## src/core/dcos_cfg.svh

```systemverilog
// Notes on behaviour
// Software sets either override bit by writing one to it.
// Writing zero never clears a set override bit.
// Drive 1 override clears when step_pulse_n AND drive_select1_n is true.
// Drive 0 override clears when step_pulse_n AND drive_select0_n is true.
// Status equals (ds0_n AND ovr0) OR (ds1_n AND ovr1) OR disk_change_in_n.
// A set override forces disk change active for the selected drive.
// Override bit 0 is drive 0, bit 1 is drive 1, one means active.
// Override bits 7:2 are reserved and read zero.
// Override register is read-write at 1E, reset value 0x03.
// Rate shadow is read-only, reset 0x02 on every reset.
// Rate shadow bits 1:0 hold the data rate select.
// Rate shadow bits 4:2 hold precompensation select, bit 5 reserved.
// Rate shadow bit 6 is power-down, bit 7 is soft reset.
// Serial queue shadow is read-only, reset 0x00.
// Serial shadow bit 1 is receive clear, bit 2 transmit clear.
// Serial shadow bit 3 is DMA mode select.
// Serial shadow bit 0 queue enable, bits 5:4 reserved, 7:6 trigger level.
// Each shadow captures the last write to its write-only control register.
// Writes to the shadow addresses change nothing.
`ifndef DCOS_CFG_SVH
`define DCOS_CFG_SVH
`define DCOS_OFS_OVERRIDE     8'h1e
`define DCOS_OFS_RATE_SHADOW  8'h1f
`define DCOS_OFS_QUEUE_SHADOW 8'h20
`define DCOS_RST_OVERRIDE     8'h03
`define DCOS_RST_RATE         8'h02
`define DCOS_RST_QUEUE        8'h00
`define DCOS_OVR_MASK         8'h03
`define DCOS_RATE_MASK        8'hdf
`define DCOS_QUEUE_MASK       8'hcf
`endif

```

## src/core/dcos_pkg.sv

```systemverilog
package dcos_pkg;
   // Data rate shadow layout
   typedef struct packed {
      logic       soft_reset;
      logic       power_down;
      logic       rsvd;
      logic [2:0] write_select_a;
      logic [1:0] rate_sel;
   } dcos_rate_t;
   // Serial queue control shadow layout
   typedef struct packed {
      logic [1:0] rx_trigger_level;
      logic [1:0] rsvd;
      logic       dma_mode;
      logic       tx_queue_clear;
      logic       rx_queue_clear;
      logic       queue_enable;
   } dcos_queue_t;
endpackage : dcos_pkg

```

## src/core/dcos_top.sv

```systemverilog
// Decided for this implementation: the strobed register port.
`timescale 1ns/10ps
`default_nettype none
`include "dcos_cfg.svh"
module dcos_top #(
   parameter int ADDR_W = 8
) (
   input  wire logic              clk,
   input  wire logic              rst_b,
   input  wire logic              hard_reset,
   input  wire logic              standby_supply_power_on_reset,
   input  wire logic [ADDR_W-1:0] reg_addr,
   input  wire logic [7:0]        reg_wdata,
   input  wire logic              reg_wr,
   input  wire logic              reg_rd,
   output logic [7:0]             reg_rdata,
   input  wire logic              rate_ctrl_wr,
   input  wire logic [7:0]        rate_ctrl_data,
   input  wire logic              queue_ctrl_wr,
   input  wire logic [7:0]        queue_ctrl_data,
   input  wire logic              step_pulse_n,
   input  wire logic              drive_select0_n,
   input  wire logic              drive_select1_n,
   input  wire logic              disk_change_in_n,
   output logic                   disk_changed_status
);

   // ------------------------------------------------
   // Elaboration checks
   // ------------------------------------------------
   // Map reaches offset 0x20, so six address bits at least
   if (ADDR_W < 6) begin : g_addr_narrow
      $error("ADDR_W too small for the register map");
   end

   // Host decode never offers more than sixteen bits
   if (ADDR_W > 16) begin : g_addr_wide
      $error("ADDR_W wider than the host decode");
   end

   // Highest offset must fit the address width
   if ((8'(`DCOS_OFS_QUEUE_SHADOW) >> ADDR_W) != 8'h00) begin : g_ofs_fit
      $error("Register offsets do not fit ADDR_W");
   end

   // Override and queue offsets each distinct from rate, or reads would hide each other
   if (`DCOS_OFS_OVERRIDE == `DCOS_OFS_RATE_SHADOW || `DCOS_OFS_RATE_SHADOW == `DCOS_OFS_QUEUE_SHADOW) begin : g_ofs_clash
      $error("Register offsets overlap");
   end

   // Rate copy must keep its reserved bit 5 low
   if ((`DCOS_RATE_MASK & 8'h20) != 8'h00) begin : g_rate_mask
      $error("Rate mask lets the reserved bit through");
   end

   // Rate reset value must not set the reserved bit
   if ((`DCOS_RST_RATE & ~`DCOS_RATE_MASK) != 8'h00) begin : g_rate_reset
      $error("Rate reset value sets a reserved bit");
   end

   // Queue copy must keep its reserved bits 5:4 low
   if ((`DCOS_QUEUE_MASK & 8'h30) != 8'h00) begin : g_queue_mask
      $error("Queue mask lets the reserved bits through");
   end

   // Override reset value must fit the two live bits
   if ((`DCOS_RST_OVERRIDE & ~`DCOS_OVR_MASK) != 8'h00) begin : g_ovr_reset
      $error("Override reset value sets a reserved bit");
   end

   // ------------------------------------------------
   // Map constants
   // ------------------------------------------------
   // Offsets and reset values at their working widths
   localparam logic [7:0] OFS_OVERRIDE = `DCOS_OFS_OVERRIDE;     // Read-write override
   localparam logic [7:0] OFS_RATE     = `DCOS_OFS_RATE_SHADOW;  // Read-only rate copy
   localparam logic [7:0] OFS_QUEUE    = `DCOS_OFS_QUEUE_SHADOW; // Read-only queue copy
   localparam logic [1:0] RST_OVR      = 2'(`DCOS_RST_OVERRIDE); // Both overrides active
   localparam logic [7:0] RST_RATE     = `DCOS_RST_RATE;         // Rate copy after reset
   localparam logic [7:0] RST_QUEUE    = `DCOS_RST_QUEUE;        // Queue copy after reset

   // ------------------------------------------------
   // Helper functions
   // ------------------------------------------------
   // Address match against one map offset
   function automatic logic addr_hit(
      input logic [ADDR_W-1:0] addr,
      input logic [7:0]        ofs
   );
      return addr == ADDR_W'(ofs);
   endfunction : addr_hit

   // Pin clear term for one drive: step and select both high
   function automatic logic pin_clear(
      input logic step_n,
      input logic select_n
   );
      return step_n & select_n;
   endfunction : pin_clear

   // Forced change for one drive: select high with override set
   function automatic logic force_term(
      input logic select_n,
      input logic ovr
   );
      return select_n & ovr;
   endfunction : force_term

   // Rate value with its reserved bit forced low
   function automatic dcos_pkg::dcos_rate_t rate_clean(
      input logic [7:0] raw
   );
      return dcos_pkg::dcos_rate_t'(raw & `DCOS_RATE_MASK);
   endfunction : rate_clean

   // Queue value with its reserved bits forced low
   function automatic dcos_pkg::dcos_queue_t queue_clean(
      input logic [7:0] raw
   );
      return dcos_pkg::dcos_queue_t'(raw & `DCOS_QUEUE_MASK);
   endfunction : queue_clean

   // Read value for one address; unmapped offsets read zero
   function automatic logic [7:0] read_pick(
      input logic [ADDR_W-1:0] addr,
      input logic [1:0]        ovr,
      input logic [7:0]        rate,
      input logic [7:0]        queue
   );
      logic [7:0] value;
      value = 8'h00;
      if (addr_hit(addr, OFS_OVERRIDE)) begin
         value = {6'h00, ovr};
      end else if (addr_hit(addr, OFS_RATE)) begin
         value = rate;
      end else if (addr_hit(addr, OFS_QUEUE)) begin
         value = queue;
      end
      return value;
   endfunction : read_pick

   // ------------------------------------------------
   // State and decode signals
   // ------------------------------------------------
   logic                  ovr0_reg;     // Drive 0 override
   logic                  ovr0_next;    // Next drive 0 override
   logic                  ovr1_reg;     // Drive 1 override
   logic                  ovr1_next;    // Next drive 1 override
   logic [1:0]            ovr_reg;      // Both overrides, drive 1 above drive 0
   logic [1:0]            ovr_clear;    // Pin clear request per drive
   logic [1:0]            ovr_set;      // Software set request per drive
   logic [1:0]            force_chg;    // Forced change per drive
   dcos_pkg::dcos_rate_t  rate_reg;     // Rate control copy
   dcos_pkg::dcos_rate_t  rate_next;    // Next rate copy
   dcos_pkg::dcos_queue_t queue_reg;    // Queue control copy
   dcos_pkg::dcos_queue_t queue_next;   // Next queue copy
   logic [7:0]            rdata_reg;    // Read data register
   logic [7:0]            rdata_next;   // Next read data
   logic                  wr_ovr;       // Bus write to the override
   logic                  shadow_reset; // Hard or standby reset of the copies

   // ------------------------------------------------
   // Bus and pin decode
   // ------------------------------------------------
   // Only the override offset accepts writes
   assign wr_ovr       = reg_wr && addr_hit(reg_addr, OFS_OVERRIDE);
   // Copies return to defaults on either synchronous reset
   assign shadow_reset = hard_reset || standby_supply_power_on_reset;
   // Per-drive clear from step and select pins
   assign ovr_clear[0] = pin_clear(step_pulse_n, drive_select0_n);
   assign ovr_clear[1] = pin_clear(step_pulse_n, drive_select1_n);
   // Software can only raise bits
   assign ovr_set      = wr_ovr ? reg_wdata[1:0] : 2'h0;

   // ------------------------------------------------
   // Drive 0 override
   // ------------------------------------------------
   // Pin clear, then software set wins, hard reset last
   always_comb begin
      ovr0_next = ovr0_reg;
      if (ovr_clear[0]) begin
         ovr0_next = 1'b0;
      end
      if (ovr_set[0]) begin
         ovr0_next = 1'b1;
      end
      if (hard_reset) begin
         ovr0_next = RST_OVR[0];
      end
   end

   // Drive 0 override register
   always_ff @(posedge clk or negedge rst_b) begin
      if (!rst_b) begin
         ovr0_reg <= RST_OVR[0];
      end else begin
         ovr0_reg <= ovr0_next;
      end
   end

   // ------------------------------------------------
   // Drive 1 override
   // ------------------------------------------------
   // Pin clear, then software set wins, hard reset last
   always_comb begin
      ovr1_next = ovr1_reg;
      if (ovr_clear[1]) begin
         ovr1_next = 1'b0;
      end
      if (ovr_set[1]) begin
         ovr1_next = 1'b1;
      end
      if (hard_reset) begin
         ovr1_next = RST_OVR[1];
      end
   end

   // Drive 1 override register
   always_ff @(posedge clk or negedge rst_b) begin
      if (!rst_b) begin
         ovr1_reg <= RST_OVR[1];
      end else begin
         ovr1_reg <= ovr1_next;
      end
   end

   // ------------------------------------------------
   // Disk-changed status
   // ------------------------------------------------
   // Override bits in register order
   assign ovr_reg      = {ovr1_reg, ovr0_reg};
   // Forced change per drive while its select is high
   assign force_chg[0] = force_term(drive_select0_n, ovr0_reg);
   assign force_chg[1] = force_term(drive_select1_n, ovr1_reg);
   // Either forced term or the real change input
   assign disk_changed_status = force_chg[0] | force_chg[1] | disk_change_in_n;

   // ------------------------------------------------
   // Rate copy
   // ------------------------------------------------
   // Capture control writes; bus writes never reach it
   always_comb begin
      rate_next = rate_reg;
      if (shadow_reset) begin
         rate_next = rate_clean(RST_RATE);
      end else if (rate_ctrl_wr) begin
         rate_next = rate_clean(rate_ctrl_data);
      end
   end

   // Rate copy register
   always_ff @(posedge clk or negedge rst_b) begin
      if (!rst_b) begin
         rate_reg <= dcos_pkg::dcos_rate_t'(RST_RATE);
      end else begin
         rate_reg <= rate_next;
      end
   end

   // ------------------------------------------------
   // Queue copy
   // ------------------------------------------------
   // Capture control writes; bus writes never reach it
   always_comb begin
      queue_next = queue_reg;
      if (shadow_reset) begin
         queue_next = queue_clean(RST_QUEUE);
      end else if (queue_ctrl_wr) begin
         queue_next = queue_clean(queue_ctrl_data);
      end
   end

   // Queue copy register
   always_ff @(posedge clk or negedge rst_b) begin
      if (!rst_b) begin
         queue_reg <= dcos_pkg::dcos_queue_t'(RST_QUEUE);
      end else begin
         queue_reg <= queue_next;
      end
   end

   // ------------------------------------------------
   // Read port
   // ------------------------------------------------
   // Data for the cycle after the strobe, zero otherwise
   always_comb begin
      rdata_next = 8'h00;
      if (reg_rd) begin
         rdata_next = read_pick(reg_addr, ovr_reg, rate_reg, queue_reg);
      end
   end

   // Read data register
   always_ff @(posedge clk or negedge rst_b) begin
      if (!rst_b) begin
         rdata_reg <= 8'h00;
      end else begin
         rdata_reg <= rdata_next;
      end
   end

   // Read data straight from the register
   assign reg_rdata = rdata_reg;
endmodule : dcos_top
`default_nettype wire

```

## config.mk

```make
export PLATFORM = sky130hd
export DESIGN_NAME = dcos_top
export DESIGN_NICKNAME = d
export VERILOG_FILES = /design/src/core/dcos_pkg.sv /design/src/core/dcos_top.sv
export VERILOG_INCLUDE_DIRS = /design/src /design/src/core
export SDC_FILE = /design/constraint.sdc
export NUM_CORES = 1
export LEC_CHECK = 0
export BUFFER_PORTS_ARGS = -buffer_cell sky130_fd_sc_hd__buf_2
export CAP_MARGIN = 20
export CORE_MARGIN = 3
export CORE_UTILIZATION = 37
export CTS_CLUSTER_DIAMETER = 80
export DETAILED_ROUTE_END_ITERATION = 16
export PLACE_DENSITY = 0.75
export SYNTH_ARGS = -nofsm -noshare
export SYNTH_HDL_FRONTEND = slang
export SYNTH_SLANG_ARGS = --single-unit
```

## constraint.sdc

```tcl
create_clock -name clk -period 0.9 [get_ports clk]
set_input_delay 0.045 -clock clk [delete_from_list [all_inputs] [get_ports clk]]
set_output_delay 0.045 -clock clk [all_outputs]
set_load 0.03 [all_outputs]
```

==> results_dict.tcl <==
set metrics [dict create \
    synth_warnings 0 \
    grt_overflow_total 0 \
    peakVddDrop_mv 1.13 \
    worst_ep_required_time_ps 850 \
    seqCellArea_sq_um 554 \
    area_growth_pct 51.5 \
    path_max_fanout 2 \
    power.leakage_nw 0.775 \
    netlist_area_sq_um 1060 \
    vias_per_cell 5.35 \
    cts.sinks 22 \
    grt_pass1_wl_um 4530 \
    r2r-start "ovr1_reg" \
    final_cells 188 \
    switching_power_mw 0.483 \
    postSynthAreaPerCell_sq_um 11.0 \
    via_count 1005 \
    min_path_type "input port to register" \
    clock_power_share_pct 35.0 \
    fp.dieW_um 59.6 \
    final_cell_mix "34 x buf_2, 19 x dfrtp_1, 15 x dlygate4sd3_1" \
    port_buffers 42 \
    clock_skew_ps 1.51 \
    drv_cap 0 \
    finalCritPeriodShare_pct 134 \
    crit_chain "a221o_1 -> buf_6" \
    drive_gt1_share_pct 41.1 \
    routed_wl_um 2930 \
    fin_crit_ps 1210 \
    syn_inst 97 \
    power.share.combinational_pct 16.5 \
    hp-start "rate_ctrl_data[4]" \
    clk_pin_slew_ps 120 \
    ys_types 28 \
    routabilityCongestion 0.817 \
    critPathArrivalTime_ps 1160 \
    intPower_mw 1.65 \
    diodes 0 \
    die_area_sq_um 3550 \
    io_pins 53 \
    hold_viol_final 0 \
    start_util_pct 40.7 \
    cellPowerDensity_nw_per_um2 1330 \
    clockRootBuffer "clkbuf_4" \
    die_h_um 59.6 \
    yosys_register_bits 22 \
    cts_tree "built" \
    critPathMaxStageDelay_ps 390 \
    yosysSeqAreaShare_pct 52.1 \
    fp-row-count 18 \
    cts_made_buffers 3 \
    nets 203 \
    core-area_sq_um 2610 \
    dr.pass1.iters 4 \
    worst_hold_slack_ps 1.19 \
    antenna_found_initial 0 \
    fmax_mhz 828 \
    outcome "complete, but fails checks" \
    dr.first_iter.drc_count 52 \
    violations "setup timing" \
    layout_setup_ws_ps -308 \
    filler_cell_count 201 \
    cp-end-kind "output pin" \
    multiInputGateArea_sq_um 508 \
    swShare_pct 22.6 \
    htreeDepth 1 \
    crit_family "flip-flops" \
    finalSetupViolCount 4 \
    report.final.slew_viol_count 0 \
    drtAntennaViolNets 0 \
    clk_path_buf_depth 2 \
    rsz0062_at_grt "yes" \
    cp-startpoint "ovr0_reg" \
    placed_cells 166 \
    grt_pass1_vias 984 \
    syn_nets 141 \
    grt_max_degree 23 \
    insertion_delay_ps 300 \
    remaining_drc_errors 0 \
    worstSetupPathType "register to output pin" \
    post_drt_wl_per_cell_um 15.6 \
    seqPwrFrac_pct 48.5 \
    grt_use_total_pct 16.7 \
    cp_slowest_cell "dfstp_2" \
    post-place-ws_ps -150 \
    startpoint_type "register" \
    final_common_cell "buf_2" \
    dp_hpwl_um 2040 \
    crit_buf_inv 1 \
]
cell families (layout without fill, tap and decap cells):
logic type | Yosys count | after routing | share of synthesized area (%)
flip-flops | 22 | 22 | 52.1
buffers and inverters | 6 | 67 | 3.06
AO/OA/AOI/OAI | 12 | 12 | 8.59
multiplexers | 13 | 13 | 12.4
AND/OR/NAND/NOR | 43 | 43 | 23.5
other | 1 | 1 | 0.353
power groups by stage:
stage          Combinational, mW  Clock [mW]  Sequential, mW
6_report                   0.352       0.749            1.04
4_1_cts                    0.325       0.758            1.04
2_1_floorplan              0.129           0            1.05
5_1_grt                    0.383       0.800            1.04
3_3_place_gp               0.251           0            1.05
3_5_place_dp               0.262           0            1.05
what timing repair did:
action / 4_1_cts / 5_1_grt
gates cloned: 0 / 0
pin swaps: 3 / 0
buffers inserted: 1 / 2
hold endpoints to repair: 31 / 1
resized for setup: 15 / 9
hold buffers: 14 / 1
endpoints found under the setup margin: 8 / 10
area by class of cell:
class	count	share of cell area [%]
Timing Repair Buffer	63	28.5
Tap cell	30	2.33
Multi-Input combinational cell	69	31.5
Sequential cell	22	34.4
Clock inverter	1	1.86
Clock buffer	3	1.40
through the flow:
stage | area [sq um] | util, % | setup TNS (ps) | power, mW
2_1_floorplan | 1060 | - | 0 | 1.18
3_3_place_gp | 1300 | 49.8 | -557 | 1.30
3_5_place_dp | 1300 | 49.8 | -791 | 1.32
4_1_cts | 1560 | 59.5 | -349 | 2.12
5_1_grt | 1610 | 61.7 | -794 | 2.22
6_report | 1610 | 61.7 | -594 | 2.14
synthesized netlist by cell type:
master,n,area share (%)
a211o_1,1,0.82
a21boi_1,1,0.71
a21oi_1,7,3.3
a221o_1,1,0.94
and2b_1,1,0.71
and3b_1,1,0.82
and4bb_2,1,1.2
buf_2,2,0.94
buf_4,2,1.4
clkbuf_1,2,0.71
conb_1,1,0.35
dfrtp_1,19,45
dfstp_2,3,7.4
mux2_2,1,1.1
mux2i_1,12,11
nand2_1,5,1.8
nand3_1,13,6.1
nand4_1,2,1.2
nand4b_1,1,0.82
nor2_1,13,4.6
nor2b_1,1,0.59
nor4_4,1,2.0
nor4b_2,1,1.4
o31ai_4,1,2.0
o41ai_1,1,0.82
or2_2,1,0.59
or2b_1,1,0.71
or3b_4,1,1.1
worst register-to-register path: stages (launching register included):
cell and delay (ps):
dfstp_2 560, buf_4 110, mux2_4 140, nand3_2 50, a21boi_1 120
layer usage:
metal	wire [um]	global-route usage [%]	share of wire, %
met3	146	2.40	5.0
met5	0	0	0
met2	1560	28.4	53
met1	1170	22.1	40
met4	57	4.75	1.9
path summary, 6_finish.rpt:
check	end	slack, ps	depth (start not counted)
setup / recovery	disk_changed_status	-310	2
hold / removal	rate_reg[4]	1	3
setup reg to reg	reg_rdata[1]	-140	4
hold reg to reg	reg_rdata[7]	560	2
max in group asynchronous	ovr0_reg	340	2
min in group asynchronous	rate_reg[7]	210	2
(Power assumes the default switching activity.)
